<file path="config.mk">
export PLATFORM = sky130hd
export DESIGN_NAME = fdc_data_separator
export DESIGN_NICKNAME = d
export VERILOG_FILES = /design/src/fdc_sep_pkg.sv /design/src/fdc_sep_fifo.sv /design/src/fdc_sep_nco.sv /design/src/fdc_data_separator.sv
export SDC_FILE = /design/constraint.sdc
export NUM_CORES = 1
export LEC_CHECK = 0
export CAP_MARGIN = 15
export CORE_ASPECT_RATIO = 1.2
export CORE_MARGIN = 3
export CORE_UTILIZATION = 45
export DETAILED_ROUTE_END_ITERATION = 8
export DONT_BUFFER_PORTS = 1
export GPL_ROUTABILITY_DRIVEN = 0
export PLACE_DENSITY = 0.61
export SETUP_SLACK_MARGIN = 0.05
export SYNTH_ARGS = -nofsm -noshare
export SYNTH_HDL_FRONTEND = slang
export SYNTH_SLANG_ARGS = --single-unit
export TNS_END_PERCENT = 10
</file>
<file path="constraint.sdc">
create_clock -name i_core_clk -period 10.3 [get_ports i_core_clk]
set_clock_uncertainty 0.05 [all_clocks]
set_input_delay 1.03 -clock i_core_clk [delete_from_list [all_inputs] [get_ports i_core_clk]]
set_output_delay 1.03 -clock i_core_clk [all_outputs]
set_load 0.05 [all_outputs]
</file>
<file path="src/fdc_sep_pkg.sv">
package fdc_sep_pkg;

    // ----------------------------------------
    // Clock and timing
    // ----------------------------------------
    localparam int CORE_CLK_MHZ = 200;
    localparam int NCO_NOM_KHZ = 2000;
    localparam int NCO_WIDTH = 32;
    // Phase step per core cycle for 2.0 MHz nominal: 2^32 * 2000 / 200000
    localparam logic [31:0] NCO_NOM_INC = 32'h028F5C29;
    localparam logic [31:0] NCO_TRIM_STEP = 32'h00004000;
    localparam logic [31:0] NCO_TRIM_MAX = 32'h00400000;

    localparam int REF_PW_SMALL_SD_NS = 2000;
    localparam int REF_PW_MID_NS = 1000;
    localparam int REF_PW_LARGE_DD_NS = 500;
    localparam int REF_PW_SMALL_SD_CYC = REF_PW_SMALL_SD_NS * CORE_CLK_MHZ / 1000;
    localparam int REF_PW_MID_CYC = REF_PW_MID_NS * CORE_CLK_MHZ / 1000;
    localparam int REF_PW_LARGE_DD_CYC = REF_PW_LARGE_DD_NS * CORE_CLK_MHZ / 1000;

    localparam int DATA_PW_NS = 250;
    localparam int DATA_PW_CYC = DATA_PW_NS * CORE_CLK_MHZ / 1000;

    // Oscillator ticks per double-rate half period (single rate is halved again)
    localparam logic [2:0] DIV_SMALL_SD = 3'h4;
    localparam logic [2:0] DIV_MID = 3'h2;
    localparam logic [2:0] DIV_LARGE_DD = 3'h1;

    localparam int FIFO_WIDTH = 2;
    localparam int FIFO_DEPTH = 8;

    // ----------------------------------------
    // Port addresses
    // ----------------------------------------
    localparam logic [7:0] PORT_DMA_ACK = 8'h10;
    localparam logic [7:0] PORT_XFER_END = 8'h14;

    typedef struct packed {
        logic large_drive;
        logic double_density;
    } media_cfg_s;

    typedef struct packed {
        logic [7:0] addr;
        logic io_read;
        logic io_write;
        logic dma_cycle;
    } io_cycle_s;

    typedef struct packed {
        logic bit_value;
        logic double_density;
    } enc_word_s;

    function automatic logic [1:0] media_sel(input media_cfg_s cfg);
        if (!cfg.large_drive && !cfg.double_density) begin
            return 2'h0;
        end else if (cfg.large_drive && cfg.double_density) begin
            return 2'h2;
        end
        return 2'h1;
    endfunction

endpackage

</file>
<file path="src/fdc_sep_fifo.sv">
`timescale 1ns/100ps
module fdc_sep_fifo #(
    parameter int WIDTH = 2,
    parameter int DEPTH = 8
) (
    input wire logic i_core_clk,
    input wire logic i_reset_n,
    input wire logic i_in_valid,
    output logic o_in_ready,
    input wire logic [WIDTH-1:0] i_in_data,
    output logic o_out_valid,
    input wire logic i_out_ready,
    output logic [WIDTH-1:0] o_out_data
);
    localparam int AW = $clog2(DEPTH);

    typedef struct packed {
        logic [AW-1:0] wr_ptr;
        logic [AW-1:0] rd_ptr;
        logic [AW:0] count;
    } fifo_state_s;

    fifo_state_s state_reg;
    fifo_state_s state_next;
    logic [WIDTH-1:0] mem [DEPTH];
    logic push;
    logic pop;

    assign o_in_ready = (state_reg.count != (AW+1)'(DEPTH));
    assign o_out_valid = (state_reg.count != '0);
    assign o_out_data = mem[state_reg.rd_ptr];
    assign push = i_in_valid && o_in_ready;
    assign pop = o_out_valid && i_out_ready;

    always_comb begin
        state_next = state_reg;
        if (push) begin
            state_next.wr_ptr = state_reg.wr_ptr + 1'b1;
        end
        if (pop) begin
            state_next.rd_ptr = state_reg.rd_ptr + 1'b1;
        end
        if (push && !pop) begin
            state_next.count = state_reg.count + 1'b1;
        end else if (pop && !push) begin
            state_next.count = state_reg.count - 1'b1;
        end
    end

    always_ff @(posedge i_core_clk or negedge i_reset_n) begin
        if (!i_reset_n) begin
            state_reg <= '0;
        end else begin
            state_reg <= state_next;
        end
    end

    // Storage has no reset; only the pointers and count need a defined value
    always_ff @(posedge i_core_clk) begin
        if (push) begin
            mem[state_reg.wr_ptr] <= i_in_data;
        end
    end
endmodule // fdc_sep_fifo

</file>
<file path="src/fdc_sep_nco.sv">
`timescale 1ns/100ps
module fdc_sep_nco (
    input wire logic i_core_clk,
    input wire logic i_reset_n,
    input wire logic i_early,
    input wire logic i_late,
    output logic o_tick
);
    import fdc_sep_pkg::*;

    typedef struct packed {
        logic [NCO_WIDTH-1:0] phase;
        logic [31:0] trim;
        logic tick;
    } nco_state_s;

    nco_state_s state_reg;
    nco_state_s state_next;
    logic [NCO_WIDTH:0] sum;

    assign o_tick = state_reg.tick;

    always_comb begin
        state_next = state_reg;
        if (i_early && !i_late && (state_reg.trim != NCO_TRIM_MAX)) begin
            state_next.trim = state_reg.trim + NCO_TRIM_STEP;
        end else if (i_late && !i_early && (state_reg.trim != (32'h0 - NCO_TRIM_MAX))) begin
            state_next.trim = state_reg.trim - NCO_TRIM_STEP;
        end
        sum = {1'b0, state_reg.phase} + {1'b0, NCO_NOM_INC + state_reg.trim};
        state_next.phase = sum[NCO_WIDTH-1:0];
        state_next.tick = sum[NCO_WIDTH];
    end

    always_ff @(posedge i_core_clk or negedge i_reset_n) begin
        if (!i_reset_n) begin
            state_reg <= '0;
        end else begin
            state_reg <= state_next;
        end
    end
endmodule // fdc_sep_nco

</file>
<file path="src/fdc_data_separator.sv">
`timescale 1ns/100ps

// Summary of operation
// - Each drive read pulse yields one fixed-width data pulse to the controller.
// - Each read pulse also yields a quarter-clock-period phase reference pulse.
// - Reference width 2.0, 1.0 or 0.5 us by drive size and density.
// - Tracking oscillator at nominal 2.0 MHz, divided to double and single rate.
// - Divider rates 250/125, 500/250, 1000/500 kHz by media selection.
// - Single-rate divider output goes to the controller as read clock.
// - Write clock is 250, 500 or 1000 kHz by media selection.
// - Two-flop detector compares reference with inverted double-rate clock, early or late.
// - Loop steers oscillator so pulses sit at the start of a high or low read-clock half.
// - Port 14H read at transfer end becomes the transfer end strobe.
// - Any DMA access to port 10H asserts the DMA acknowledge strobe.
// - FM writes a clock pulse in every bit cell plus data pulses.
// - MFM records a one mid-cell and a zero at cell start.
module fdc_data_separator
    import fdc_sep_pkg::*;
#(
    parameter int FIFO_W = FIFO_WIDTH,
    parameter int FIFO_D = FIFO_DEPTH
) (
    input wire logic i_core_clk,
    input wire logic i_reset_n,
    input wire fdc_sep_pkg::media_cfg_s i_media,
    input wire logic i_drive_read_pulse,
    input wire fdc_sep_pkg::io_cycle_s i_io,
    input wire logic i_wr_valid,
    input wire logic i_wr_bit,
    output logic o_wr_ready,
    output logic o_read_data,
    output logic o_read_clock,
    output logic o_write_clock,
    output logic o_write_pulse,
    output logic o_early,
    output logic o_late,
    output logic o_dma_acknowledge_strobe,
    output logic o_transfer_end_strobe
);
    import fdc_sep_pkg::*;

    // ----------------------------------------
    // State
    // ----------------------------------------
    localparam int FILL_W = $clog2(FIFO_D) + 1;

    typedef enum logic [1:0] {ENC_IDLE, ENC_CLOCK, ENC_DATA} enc_e;

    typedef struct packed {
        media_cfg_s media;
        logic pulse_prev;
        logic [15:0] data_cnt;
        logic [15:0] ref_cnt;
        logic ref_pulse;
        logic ref_prev;
        logic [2:0] div_cnt;
        logic dbl_clk;
        logic sgl_clk;
        logic dbl_prev;
        logic early;
        logic late;
        logic read_data;
        logic write_clock;
        logic write_pulse;
        logic [2:0] wdiv_cnt;
        logic wtick;
        enc_e enc;
        logic cell_half;
        logic cur_bit;
        logic [FILL_W-1:0] fill;
        logic wr_ready;
        logic dma_ack;
        logic xfer_end;
    } sep_state_s;

    sep_state_s state_reg;
    sep_state_s state_next;

    logic nco_tick;
    logic fifo_valid;
    logic fifo_pop;
    logic wr_push;
    logic [FIFO_W-1:0] fifo_data;
    enc_word_s enc_in;
    enc_word_s enc_out;
    logic read_edge;
    logic [15:0] ref_len;
    logic [2:0] div_len;

    // ----------------------------------------
    // Helpers
    // ----------------------------------------
    // Reference width per media
    function automatic logic [15:0] ref_width(input media_cfg_s cfg);
        unique case (media_sel(cfg))
            2'h0: return 16'(REF_PW_SMALL_SD_CYC);
            2'h2: return 16'(REF_PW_LARGE_DD_CYC);
            default: return 16'(REF_PW_MID_CYC);
        endcase
    endfunction

    function automatic logic [2:0] div_ratio(input media_cfg_s cfg);
        unique case (media_sel(cfg))
            2'h0: return DIV_SMALL_SD;
            2'h2: return DIV_LARGE_DD;
            default: return DIV_MID;
        endcase
    endfunction

    // ----------------------------------------
    // Submodules
    // ----------------------------------------
    fdc_sep_nco u_nco (
        .i_core_clk(i_core_clk),
        .i_reset_n(i_reset_n),
        .i_early(state_reg.early),
        .i_late(state_reg.late),
        .o_tick(nco_tick)
    );

    assign enc_in.bit_value = i_wr_bit;
    assign enc_in.double_density = state_reg.media.double_density;
    assign enc_out = enc_word_s'(fifo_data);

    // Bits queue here so software-side bursts do not stall the bit-cell timing
    fdc_sep_fifo #(
        .WIDTH(FIFO_W),
        .DEPTH(FIFO_D)
    ) u_fifo (
        .i_core_clk(i_core_clk),
        .i_reset_n(i_reset_n),
        .i_in_valid(wr_push),
        .o_in_ready(),
        .i_in_data(FIFO_W'(enc_in)),
        .o_out_valid(fifo_valid),
        .i_out_ready(fifo_pop),
        .o_out_data(fifo_data)
    );

    assign read_edge = i_drive_read_pulse && !state_reg.pulse_prev;
    assign wr_push = i_wr_valid && state_reg.wr_ready;
    assign ref_len = ref_width(state_reg.media);
    assign div_len = div_ratio(state_reg.media);
    // A new bit is taken only at a write-clock cell boundary
    assign fifo_pop = state_reg.wtick && !state_reg.cell_half && fifo_valid;

    // ----------------------------------------
    // Next state
    // ----------------------------------------
    always_comb begin
        state_next = state_reg;
        state_next.media = i_media;
        state_next.pulse_prev = i_drive_read_pulse;

        if (read_edge) begin
            state_next.data_cnt = 16'(DATA_PW_CYC);
        end else if (state_reg.data_cnt != 16'h0000) begin
            state_next.data_cnt = state_reg.data_cnt - 16'h0001;
        end
        state_next.read_data = (state_next.data_cnt != 16'h0000);

        if (read_edge) begin
            state_next.ref_cnt = ref_len;
        end else if (state_reg.ref_cnt != 16'h0000) begin
            state_next.ref_cnt = state_reg.ref_cnt - 16'h0001;
        end
        state_next.ref_pulse = (state_next.ref_cnt != 16'h0000);
        state_next.ref_prev = state_reg.ref_pulse;

        state_next.dbl_prev = state_reg.dbl_clk;
        if (nco_tick) begin
            if (state_reg.div_cnt + 3'h1 >= div_len) begin
                state_next.div_cnt = 3'h0;
                state_next.dbl_clk = !state_reg.dbl_clk;
                // Single-rate clock toggles on double-rate falls
                if (state_reg.dbl_clk) begin
                    state_next.sgl_clk = !state_reg.sgl_clk;
                end
            end else begin
                state_next.div_cnt = state_reg.div_cnt + 3'h1;
            end
        end

        // Early/late flops: set by first event, cleared by pairing
        // Late pushes frequency down, early pushes up to centre pulses
        if (state_reg.ref_pulse && !state_reg.ref_prev) begin
            if (!state_reg.dbl_clk) begin
                state_next.late = 1'b1;
            end else begin
                state_next.early = 1'b1;
            end
        end
        if (!state_reg.ref_pulse && state_reg.ref_prev) begin
            state_next.early = 1'b0;
            state_next.late = 1'b0;
        end
        if (state_reg.dbl_prev && !state_reg.dbl_clk) begin
            state_next.early = 1'b0;
        end

        // Write clock, one half-cycle per divider period
        state_next.wtick = 1'b0;
        if (nco_tick) begin
            if (state_reg.wdiv_cnt + 3'h1 >= div_len) begin
                state_next.wdiv_cnt = 3'h0;
                state_next.write_clock = !state_reg.write_clock;
                state_next.wtick = 1'b1;
            end else begin
                state_next.wdiv_cnt = state_reg.wdiv_cnt + 3'h1;
            end
        end

        // Bit-cell encoder, two write-clock halves per cell
        state_next.write_pulse = 1'b0;
        if (state_reg.wtick) begin
            state_next.cell_half = !state_reg.cell_half;
            if (!state_reg.cell_half) begin
                if (fifo_valid) begin
                    state_next.cur_bit = enc_out.bit_value;
                    state_next.enc = ENC_CLOCK;
                    if (!enc_out.double_density || !enc_out.bit_value) begin
                        state_next.write_pulse = 1'b1;
                    end
                end else begin
                    state_next.enc = ENC_IDLE;
                end
            end else if (state_reg.enc == ENC_CLOCK) begin
                state_next.enc = ENC_DATA;
                state_next.write_pulse = state_reg.cur_bit;
            end
        end

        // Own copy of the buffer fill, so that ready leaves a flop
        if (wr_push && !fifo_pop) begin
            state_next.fill = state_reg.fill + 1'b1;
        end else if (fifo_pop && !wr_push) begin
            state_next.fill = state_reg.fill - 1'b1;
        end
        state_next.wr_ready = (state_next.fill != FILL_W'(FIFO_D));

        state_next.dma_ack = i_io.dma_cycle && (i_io.io_read || i_io.io_write)
                             && (i_io.addr == PORT_DMA_ACK);
        // Port read becomes transfer end strobe
        state_next.xfer_end = i_io.io_read && !i_io.dma_cycle
                              && (i_io.addr == PORT_XFER_END);
    end

    always_ff @(posedge i_core_clk or negedge i_reset_n) begin
        if (!i_reset_n) begin
            state_reg <= '0;
        end else begin
            state_reg <= state_next;
        end
    end

    // ----------------------------------------
    // Outputs
    // ----------------------------------------
    assign o_wr_ready = state_reg.wr_ready;
    assign o_read_data = state_reg.read_data;
    assign o_read_clock = state_reg.sgl_clk;
    assign o_write_clock = state_reg.write_clock;
    assign o_write_pulse = state_reg.write_pulse;
    assign o_early = state_reg.early;
    assign o_late = state_reg.late;
    assign o_dma_acknowledge_strobe = state_reg.dma_ack;
    assign o_transfer_end_strobe = state_reg.xfer_end;
endmodule // fdc_data_separator

</file>
Word-level counts from Yosys, hierarchy flattened
Memories as Yosys holds them, arrays and structs flattened.
Cells that the tools add are included.
{"block": "word_totals", "ff_bits": 138, "mem_bits_rw": 16, "inputBits": 18, "elab_cells": 156, "mem_count": 1}
{"memory": "u_fifo.mem", "words": 8, "word_bits": 2, "read_ports": 1, "rd_ports_with_merged_regs": 0, "write_ports": 1, "line": "fdc_sep_fifo.sv:25", "rtl": "logic [WIDTH-1:0] mem [DEPTH];"}
{"block": "classes", "addsub": 14, "n_lt_le_gt_ge": 2, "n_eq_ne": 10, "mux": 36, "bitwise_logic": 1, "reduce_logical": 61}
{"operator": "$mux W16", "n": 4}
{"operator": "$mux W32", "n": 2}
{"operator": "$reduce_bool A16 Y1", "n": 4}
{"operator": "$add A32 B32 Y33", "n": 1}
{"operator": "$add A26 B32 Y32 const A", "n": 1}
{"operator": "$add A32 B15 Y32 const B", "n": 1}
{"operator": "$ne A32 B23 Y1 const B", "n": 1}
{"operator": "$ne A32 B32 Y1 const B", "n": 1}
{"operator": "$sub A16 B1 Y16 const B", "n": 2}
{"operator": "$sub A32 B15 Y32 const B", "n": 1}
{"operator": "$logic_and A1 B1 Y1", "n": 23}
{"operator": "$logic_not A1 Y1", "n": 18}
{"operator": "$pmux W9 S2", "n": 1}
{"operator": "$eq A8 B5 Y1 const B", "n": 2}
{"operator": "$mux W4", "n": 4}
{"operator": "$mux W1", "n": 15}
{"operator": "$mux W2", "n": 7}
{"operator": "$add A3 B1 Y3 const B", "n": 4}
{"operator": "$reduce_and A2 Y1", "n": 5}
{"operator": "$add A4 B1 Y4 const B", "n": 2}
{"operator": "$ne A4 B4 Y1 const B", "n": 2}
{"operator": "$sub A4 B1 Y4 const B", "n": 2}
{"operator": "$ge A3 B3 Y1", "n": 2}
{"operator": "$mux W3", "n": 2}
{"operator": "11 further kinds", "n": 17}

Longest topological paths before layout
Gate-level depths: netlist (run 1).
{"block": "logic_depth", "ltp_word": 9, "mapped_depth": 14}

By module
A second synthesis (run 1) with hierarchy kept.
{"block": "hier_totals", "cells_unflattened": 866, "hier_area_um2": 8679.6}
{"module": "fdc_sep_nco", "n_inst": 1, "cells_each": 431, "area_each_um2": 3966.3, "seq_area_each_um2": 1276.2}
{"module": "fdc_data_separator", "n_inst": 1, "cells_each": 350, "area_each_um2": 3454.6, "seq_area_each_um2": 1576.5}
{"module": "fdc_sep_fifo", "n_inst": 1, "cells_each": 85, "area_each_um2": 1258.7, "seq_area_each_um2": 730.7}

Least setup slack after synthesis (run 1)
OpenSTA, ideal clock, no wires.
{"block": "synth_path", "path_type": "register to register", "startpoint": "register u_nco.state_reg[17] (netlist bit)", "endpoint": "register u_nco.state_reg[31] (netlist bit)", "setup_time_ps": 125, "t_arrival_ps": 3813, "required_time_ps": 10125, "setup_slack_ps": 6312, "stages_incl_launch_ff": 13, "period_less_slack_ps": 3988, "cell_sequence": "dfrtp_1 or4_1 nor4_1 a311o_2 ha_1 a21oi_1 o22ai_1 o41ai_1 o21ai_0 a41oi_1 o211ai_1 xor2_1 mux2_2"}
{"block": "synth_via", "elab_chain_cells": 3, "elab_cells_between_ends": 9, "cone_classes": "2 x add/sub; 2 x eq/ne; 2 x mux; 3 x reduce/logical"}
{"item": "start: declaration", "line": "fdc_sep_nco.sv:17", "rtl": "nco_state_s state_reg;"}
{"item": "start signal: assignment", "line": "fdc_sep_nco.sv:39", "rtl": "state_reg <= state_next;"}
{"item": "$sub A32 B15 Y32 (tied with other cells)", "line": "fdc_sep_nco.sv:28", "rtl": "state_next.trim = state_reg.trim - NCO_TRIM_STEP;"}
{"item": "$mux W32 (tied with other cells)", "line": "fdc_sep_nco.sv:27", "rtl": "end else if (i_late && !i_early && (state_reg.trim != (32'h0 - NCO_TRIM_MAX))) begin"}
{"item": "$mux W32 / $reduce_bool A2 Y1 (equally long branches)"}
Parallel ways exist; a longest one is shown, timed or not. The select of a mux whose other input is x is not followed.
A chain may end at the register's enable or synchronous reset.

Worst setup path after layout (run 1)
Same ends and word-level chain as after synthesis.

==> results of run 1 <==
power groups by stage:
stage	logic (mW)	clock network (mW)	registers, mW
after floorplan	1.40	0	0.913
after global placement	1.60	0	0.960
after detailed placement	1.67	0	0.974
after CTS	1.68	0.592	0.965
after global routing	1.91	0.616	0.997
final	1.67	0.576	0.965
through the flow:
stage | hold WS (ns) | setup WS, ns | cell area, µm² | cells | total power [mW]
CTS | 0.229 | 5.55 | 8860 | 1038 | 3.24
global placement | 0.345 | 5.74 | 8300 | 1006 | 2.57
finish | 0.247 | 5.57 | 8860 | 1038 | 3.21
detailed placement | 0.340 | 5.58 | 8300 | 1006 | 2.65
floorplan | 0.304 | 6.31 | 8060 | 796 | 2.31
global route | 0.222 | 5.15 | 8860 | 1038 | 3.52
placed cells by master, fill, tap and decap left out, types with 3 or more instances in the layout:
cell	count
or4_1	5
nor4_1	9
nand3_1	21
nor3_1	21
dfrtp_1	124
mux2i_1	4
or3_1	8
mux2_2	9
or2_2	4
o41ai_1	3
clkinv_4	3
edfxtp_1	16
o31ai_1	3
nor2_1	88
inv_1	34
a21oi_1	45
and3_1	6
o211ai_1	4
nand4_1	10
a21o_1	16
o21bai_1	5
clkinvlp_4	3
nand4b_1	5
nand2b_1	14
nor2b_1	10
clkbuf_16	17
nor3b_1	8
xor2_1	41
a211oi_1	3
and2_1	3
nand2_1	55
mux4_2	4
ha_1	64
inv_8	3
xnor2_1	58
o21ai_0	39
inv_6	5
nor4b_1	4
final cells by class:
cell class              count  area [µm²]
clock buffers              18         429
clock inverters            14         126
fillers                  1596        8710
inverters                  34         128
multi-input cells         611        4310
flip-flops and latches    140        3580
well taps                 220         275
repair buffers              1        7.51
worst max-delay path, cell delays in order, from the launching register on:
cell and delay (ns):
dfrtp_1 0.45, or4_1 0.60, nor4_1 0.45, a311o_2 0.55, ha_1 0.36, a21oi_1 0.22, o22ai_1 0.14, o41ai_1 0.54
o21ai_0 0.29, a41oi_1 0.38, o211ai_1 0.16, xor2_1 0.15, mux2_2 0.26
metal layers:
layer	GRT usage	vias to the layer above	share of wire	routed length [µm]
met5	0	-	0	0
met4	0.0642	0	0.021	326
met3	0.0354	26	0.027	411
met2	0.287	88	0.50	7670
met1	0.204	2759	0.45	6810
li1	-	2852	-	-
kinds of logic after synthesis:
kind of cell               Yosys count
and+or+nand+nor                    280
AOI/OAI and AO/OA                  149
buffers and inverters               45
muxes                               17
xor gates and xnor gates            99
DFF                                140
adders and majority gates           66
worst paths after layout:
| check | start | endpoint | slack [ns] | depth (start not counted) |
|---|---|---|---|---|
| worst max-delay path | u_nco.state_reg[17] | u_nco.state_reg[31] | 5.57 | 12 |
| worst min-delay path | i_reset_n | u_fifo.state_reg[5] | 0.25 | 0 |
| worst max register to register | u_nco.state_reg[17] | u_nco.state_reg[31] | 5.57 | 12 |
| worst min register to register | state_next[26] | state_reg[26] | 0.35 | 0 |
| max in group asynchronous | i_reset_n | u_nco.state_reg[30] | 9.77 | 0 |
| min in group i_core_clk | state_next[26] | state_reg[26] | 0.35 | 0 |
==> summary.txt, run 1 <==
Pwr
  • Seq pwr share: 0.300
  • Clk network pwr share: 0.179
  • Sw Ratio: 0.418
  • Power Dens Cells: 363 nW/µm²
  • Combinational power share: 0.521
  • Leakage: between 3 and 4 nW
  • Int Pwr: 1.87 mW
  • Sw Pwr: 1.34 mW
  • Worst vdd ir: roughly 0.00015 V

Timing
  • Worst Max-Slew Pin Slew: between 0.9 and 1 ns
  • Max-slew violation count: 0
  • Final-report hold violation count: 0
  • Setup_tns: 0 ns
  • RSZ-0062 raised after global routing: false
  • F_max: 212 MHz
  • Period utilisation layout: 0.459
  • Relative slew slack: 0.383
  • Tmin final: approximately 4.7 ns
  • # setup viols final: 0

Yosys
  • Adder-Cell Fraction of Synth Area: 0.104
  • Compound-gate portion of the synthesized area: 0.121
  • Avg Cell Area, Syn: between 10 and 15 µm²
  • Ys Warns: 0
  • Fraction of synthesized cell area in xor and xnor cells: 0.108
  • FFs w/ async S/R, synth: 0.886
  • Flops & latches, synth: 140
  • Top_reg_cell synth: dfrtp_1
  • Largest family of logic cells by synthesized area: simple AND/OR/NAND/NOR gates
  • Count leader, synth: dfrtp_1
  • Seq/Total Area, Yosys: 0.444
  • Multiplexer share of the synthesized area: 0.0287
  • Dominant cells by area after synthesis: dfrtp_1 38%, ha_1 9.9%, xnor2_1 6.3%
  • Yosys top cell area share: 0.385
  • Synth top cells by count: 124 x dfrtp_1, 88 x nor2_1, 64 x ha_1, 58 x xnor2_1, 55 x nand2_1
  • Synth area leader: dfrtp_1
  • EDFF count, synth: 16
  • Simple-Gate Fraction of Synth Area: 0.173
  • Post-Syn Area: 8060 µm²
  • Post-synthesis net count: approximately 900
  • Post-synth cell types: just over 70
  • Syn Inst Count: roughly 800

Clocking
  • TritonCTS buffer count: 17
  • Longest Clk Path Bufs: 2
  • Hold buffers post-CTS: 0
  • Worst skew pair latency: 0.42 ns
  • Clk sink count: 140
  • Post-CTS Resized: 0
  • Setup Buffers After CTS: 0
  • CTS tree: built
  • Worst-path clk slew: around 0.060 ns
  • CTS H-Tree Depth: 4
  • Root buffer cell: clkbuf_16

Finish
  • Area growth, synth to finish: 9.87%
  • Layout cells sized above 1: 0.0721
  • Max reg flops: 51
  • Final core occ: 0.504
  • Diodes inserted: 0
  • Final net count: ~900

Setup path
  • Startpoint Class: flop
  • Critical Path End Type: flop
  • Crit path required time: around 11 ns
  • WS Path Type: reg2reg
  • Arrival @ worst endpoint: roughly 5 ns
  • CP max FO: 21

Detailed routing
  • Vias: between 5000 and 6000
  • Routed Antenna Nets: 0
  • Total Wirelength: 15200 µm
  • Vias per cell: 5.52
  • 1st-pass router iterations: 4
  • Starting DRT DRC Count: between 200 and 300
  • Residual DRC: 0
  • Wire length per cell: 14.7 µm

Global route
  • Antenna violations before repair: 0
  • First-pass GRT wire length: approximately 27000 µm
  • Vias in the first global route: about 5900
  • All-Layer GR Usage: 0.167
  • Pin count of the biggest net entering global routing: 125
  • Total congestion overflow: 0

Floorplanning
  • Initial core utilization: 0.459
  • Core ar.: 17600 µm²
  • # IOs: 27
  • Die height: 153 µm
  • Core Rows: between 50 and 60
  • Die X: approximately 130 µm
  • Die Footprint: ~20000 µm²

Worst hold path
  • Hold Crit Class: in2async

Flow run
  • Max_cap viols: 0

Placement
  • Port Buffers: 0
  • Hpwl dp: ~11000 µm

Outcome
  • Outcome: complete, no violations
No activity file was read; power rests on OpenSTA's default activity.
==> inputs of run 2 (changes only) <==
ABC_AREA = 1   (was default)
clock period = 4.8 ns   (was 10.3 ns; I/O delays follow)
==> summary.txt, run 2 <==
Pwr
  • Sw Ratio: 0.490
  • Leakage: around 5 nW
  • Pwr Total: ~7.9 mW
  • Sw Pwr: between 3 and 4 mW
  • Clk network pwr share: 0.157
  • Combinational power share: 0.577
  • Seq pwr share: 0.266
  • Int Pwr: 4.04 mW
  • Power Dens Cells: just under 800 nW/µm²
  • Worst vdd ir: ~0.00036 V

Yosys
  • Count leader, synth: nand2_1
  • EDFF count, synth: 16
  • Dominant cells by area after synthesis: dfrtp_1 33%, nand2_1 13%, ha_1 8.6%
  • Seq/Total Area, Yosys: 0.385
  • Ys Warns: 0
  • Flops & latches, synth: 140
  • Avg Cell Area, Syn: about 7.7 µm²
  • Post-Syn Area: around 9300 µm²
  • Syn Inst Count: between 1000 and 1500
  • Yosys top cell area share: 0.333
  • Top_reg_cell synth: dfrtp_1
  • Post-synth cell types: 50
  • FFs w/ async S/R, synth: 0.886
  • Post-synthesis net count: about 1300
  • Synth top cells by count: 314 x nand2_1, 143 x nor2_1, 129 x inv_1, 124 x dfrtp_1, 82 x nand3_1
  • Synth area leader: dfrtp_1

Setup path
  • R2R Path Start: u_nco.state_reg[15]
  • Crit path required time: a little over 5 ns
  • Startpoint Class: flop
  • Arrival @ worst endpoint: roughly 3.4 ns
  • R2r worst-path depth: 19
  • CP max FO: 19
  • Critical Path End Type: flop
  • Reg2Reg Capture Point: u_nco.state_reg[32]
  • Reg2reg setup slack: around 1.7 ns
  • WS Path Type: reg2reg

Timing
  • Setup ws final: around 1.7 ns
  • Period utilisation layout: 0.645
  • F_max: ~320 MHz
  • Relative slew slack: 0.585
  • Final-report hold violation count: 2
  • Max-slew violation count: 0
  • Min Hold Slack: -0.00435 ns
  • Setup_tns: 0 ns
  • RSZ-0062 raised after global routing: false
  • Tmin final: between 3 and 4 ns
  • Worst Max-Slew Pin Slew: 0.622 ns
  • # setup viols final: 0

Detailed routing
  • Vias per cell: between 5 and 6
  • Routed Antenna Nets: 0
  • Vias: around 7500
  • 1st-pass router iterations: 6
  • Total Wirelength: approximately 19000 µm
  • Residual DRC: 0
  • Wire length per cell: around 13 µm
  • Starting DRT DRC Count: between 300 and 400

Placement
  • Hpwl dp: 14300 µm
  • Port Buffers: 0
  • Setup Slack @ Placement: approximately 1.7 ns

Flow run
  • Max_cap viols: 0

Finish
  • Diodes inserted: 0
  • Layout cells sized above 1: 0.0914
  • Area growth, synth to finish: 8.55%
  • Final net count: ~1300
  • Commonest non-fill, non-tap cell in the layout: nand2_1
  • Max reg flops: slightly above 50
  • Most frequent cells in the layout: 314 x nand2_1, 143 x nor2_1, 129 x inv_1
  • Final core occ: 0.498

Global route
  • First-pass GRT wire length: around 33000 µm
  • Vias in the first global route: 7100
  • Pin count of the biggest net entering global routing: between 100 and 150
  • All-Layer GR Usage: 0.180
  • Total congestion overflow: 0
  • Antenna violations before repair: 0

Clocking
  • TritonCTS buffer count: 17
  • Root buffer cell: clkbuf_16
  • Worst-path clk slew: around 0.070 ns
  • Clk sink count: between 100 and 150
  • Worst skew pair latency: 0.43 ns
  • CTS H-Tree Depth: 4
  • CTS tree: built
  • Longest Clk Path Bufs: 2

Floorplanning
  • Die Footprint: 22500 µm²
  • Die height: between 150 and 200 µm
  • Initial core utilization: 0.458
  • Die X: between 100 and 150 µm
  • Core Rows: 57
  • Core ar.: roughly 20000 µm²
  • # IOs: 27

Outcome
  • Failing checks: hold timing
  • Outcome: finished with violations

Worst hold path
  • Hold Crit Class: in2async
## run 2: cell types whose count changed after synthesis, sizes merged, moves of 11 or more
cell    delta
nor2      +68
nand3     +66
nand3b    +14
o21ai     +22
a21o      -11
nand2    +283
xnor2     -41
inv      +104
nand2b    -14
## run 2: critical path, cell delays in order, from the launching register on
cell and delay, ns:
dfrtp_1 0.47, inv_1 0.10, ha_1 0.20, nand3_1 0.09, nor3_2 0.05, nand2_1 0.09, nand3_2 0.39, ha_1 0.55
a21oi_1 0.16, nand2_1 0.09, nand3_1 0.07, nand2_1 0.11, nand2_1 0.08, nand2_1 0.09, nand2_1 0.10, nand2_1 0.06
nand2_1 0.08, nand2_1 0.06, nand2_1 0.05, nand2_1 0.04
## run 2: layout make-up
cell class	instances	area, µm²
inverters	140	531
fillers	1998	10200
repair buffers	1	27.5
multi-input cells	912	5090
clock inverters	15	125
well taps	265	332
clock buffers	17	425
flip-flops and latches	140	3580
## run 2: layer usage
metal	global-route usage	up-vias	share of wire
li1	-	3922	-
met1	0.228	3436	0.47
met2	0.311	91	0.49
met3	0.0382	24	0.032
met4	0.0472	0	0.012
met5	0	-	0
## run 2: power by group through the flow
stage	combinational (mW)	sequential [mW]	clock (mW)
floorplan	3.78	2.00	0
global placement	4.52	2.13	0
detailed placement	4.55	2.13	0
CTS	4.60	2.12	1.28
global route	5.26	2.17	1.33
finish	4.58	2.11	1.24
## run 2: worst max path at each step
stage                             start                   to  slack (ns)
floorplan           u_nco.state_reg[15]  u_nco.state_reg[32]        2.15
detailed placement  u_nco.state_reg[15]  u_nco.state_reg[32]        1.72
CTS                 u_nco.state_reg[15]  u_nco.state_reg[32]        1.67
global route        u_nco.state_reg[15]  u_nco.state_reg[32]        1.43
global placement    u_nco.state_reg[15]  u_nco.state_reg[32]        1.78
finish              u_nco.state_reg[15]  u_nco.state_reg[32]        1.70
## run 2: repair_timing
action                                  CTS  global route
endpoints found under the hold margin   124             0
endpoints found under the setup margin    0             0
hold buffers                              1             0
setup buffers                             0             0
resized for setup                         0             0
## run 2: cell families after synthesis
logic type      Yosys count  synth area share
simple gates            644             0.306
compound gates          135            0.0867
buf+inv                 152            0.0690
fa+ha+maj                66            0.0902
flops                   140             0.385
xor+xnor                 67            0.0638
## run 2: stage by stage
step           instances  cell area (µm²)  hold slack [ns]
2_1_floorplan       1204             9320            0.134
3_3_place_gp        1457             9540            0.139
3_5_place_dp        1457             9540            0.139
4_1_cts             1490            10100          0.00936
5_1_grt             1490            10100          0.00615
6_report            1490            10100         -0.00435
==> inputs of run 3 (changes only) <==
clock period = 3.24 ns   (was 4.8 ns; I/O delays follow)
==> summary.txt, run 3 (same netlist as run 2, synthesis figures left out) <==
Global route
  • Vias in the first global route: 7369
  • Antenna violations before repair: 0
  • M1 GR Usage: 0.245
  • Pin count of the biggest net entering global routing: roughly 130
  • All-Layer GR Usage: 0.190
  • Met3 usage: 0.0360
  • Busiest metal layer after global routing: met2
  • Total congestion overflow: 0
  • First-pass GRT wire length: ~34000 µm
  • Met2 Track Usage GR: 0.320

Setup path
  • CP Launch Point: u_nco.state_reg[19]
  • WS Path Type: reg2reg
  • Biggest cell delay along the critical path: 0.45 ns
  • R2R Path Start: u_nco.state_reg[19]
  • R2r worst-path depth: 20
  • Crit path required time: roughly 3.5 ns
  • Slowest cell on crit path: dfrtp_1
  • Delay-heaviest family, CP: simple AND/OR/NAND/NOR gates
  • Most frequent CP cell: nand2_1
  • Reg2reg setup slack: between 0.3 and 0.4 ns
  • WP depth: 20
  • Startpoint Class: flop
  • Crit path buf inv count: 2
  • Cell-by-cell trace of the critical path: nor2_2, nand2_2, nor2_2, nand2_1, nand4_1, nand2_1, nand2_1, nand2_2, nand2_1, nand2_1, nand2_1, inv_1, ha_1, nand2_1, nor2_1, inv_1, nor3_2, nand4_1, nand3_1, nand2_1
  • Arrival @ worst endpoint: roughly 3.2 ns
  • CP max FO: 6
  • Critical Path End Type: flop
  • Reg2Reg Capture Point: u_nco.state_reg[61]

Pwr
  • Leakage: roughly 5.2 nW
  • Sw Ratio: 0.488
  • Power Dens Cells: 1160 nW/µm²
  • Combinational power share: 0.582
  • Pwr Total: 12.0 mW
  • Clk network pwr share: 0.163
  • Int Pwr: 6.12 mW
  • Sw Pwr: between 5 and 6 mW
  • Worst vdd ir: roughly 0.00051 V
  • Seq pwr share: 0.256

Clocking
  • Hold buffers post-CTS: 9
  • Clk sink count: 140
  • CTS tree: built
  • Worst-path clk slew: ~0.070 ns
  • Longest Clk Path Bufs: 2
  • CTS H-Tree Depth: 4
  • Root buffer cell: clkbuf_16
  • Worst skew pair latency: 0.43 ns
  • TritonCTS buffer count: 17

Outcome
  • Failing checks: hold timing
  • Outcome: finished with violations

Finish
  • Final net count: 1312
  • Diodes inserted: 0
  • Max reg flops: 51
  • Area growth, synth to finish: 10.4%
  • Layout cells sized above 1: 0.0983
  • Most frequent cells in the layout: 314 x nand2_1, 142 x nor2_1, 129 x inv_1
  • Commonest non-fill, non-tap cell in the layout: nand2_1

Detailed routing
  • Residual DRC: 0
  • Wire length per cell: around 13 µm
  • 1st-pass router iterations: 5
  • Starting DRT DRC Count: 344
  • Routed Antenna Nets: 0
  • Vias per cell: ~5
  • Total Wirelength: 20000 µm
  • Vias: ~7600

Placement
  • Hpwl dp: around 15000 µm
  • Port Buffers: 0

Flow run
  • Max_cap viols: 0

Floorplanning
  • Initial core utilization: 0.458
  • Die X: 137 µm
  • # IOs: 27
  • Die height: about 160 µm
  • Core Rows: 57
  • Core ar.: 20300 µm²
  • Die Footprint: between 20000 and 25000 µm²

Timing
  • Period utilisation layout: 0.890
  • Worst Max-Slew Pin Slew: approximately 0.57 ns
  • Relative slew slack: 0.620
  • Setup_tns: 0 ns
  • Min Hold Slack: -0.460 ns
  • # setup viols final: 0
  • F_max: around 350 MHz
  • RSZ-0062 raised after global routing: true
  • Max-slew violation count: 0
  • Tmin final: roughly 2.9 ns
  • Final-report hold violation count: 124

Worst hold path
  • Hold Crit Class: in2async
run 3: worst register-to-register path, delay by kind of cell (launching register included):
family / cells / cell delay, ns
buffers and inverters: 2 / 0.12
adder cells (fa/ha/maj): 1 / 0.34
flip-flops: 1 / 0.45
AND/OR/NAND/NOR: 17 / 1.82
run 3: layer usage:
layer	routed length (µm)	part of all wire
met1	9300	0.46
met2	9920	0.50
met3	451	0.023
met4	352	0.018
met5	0	0
run 3: metrics by stage:
| stage | instance area (µm²) | util | instances | hold WS [ns] | setup WS (ns) |
|---|---|---|---|---|---|
| finish | 10300 | 0.506 | 1506 | -0.460 | 0.357 |
| global route | 10300 | 0.506 | 1506 | -0.493 | 0.0132 |
| CTS | 10300 | 0.505 | 1506 | -0.487 | 0.256 |
| detailed placement | 9600 | 0.472 | 1465 | -0.0174 | 0.270 |
| global placement | 9600 | 0.472 | 1465 | -0.0177 | 0.285 |
| floorplan | 9320 | - | 1204 | -0.0216 | 0.593 |
run 3: worst max-delay path by stage:
stage | end
after floorplan | u_nco.state_reg[32]
after global placement | u_nco.state_reg[61]
after detailed placement | u_nco.state_reg[61]
after CTS | u_nco.state_reg[61]
after global routing | u_nco.state_reg[61]
final | u_nco.state_reg[61]
run 3: what timing repair did:
action | CTS | global route
hold endpoints to repair | 137 | 124
setup buffers | 0 | 0
gates resized for setup | 0 | 6
setup endpoints to repair | 0 | 5
run 3: layout make-up:
type	count	area, µm²
clock buffers	17	425
repair buffers	17	150
fillers	2004	10000
well taps	265	332
clock inverters	15	155
inverters	140	531
flip-flops and latches	140	3580
multi-input cells	912	5110
run 3: power groups by stage:
| stage | clock (mW) | combinational, mW | sequential, mW |
|---|---|---|---|
| final | 1.95 | 6.96 | 3.06 |
| after global routing | 2.09 | 8.00 | 3.16 |
| after CTS | 2.00 | 6.97 | 3.06 |
| after detailed placement | 0 | 6.91 | 3.09 |
| after global placement | 0 | 6.84 | 3.08 |
| after floorplan | 0 | 5.61 | 2.96 |
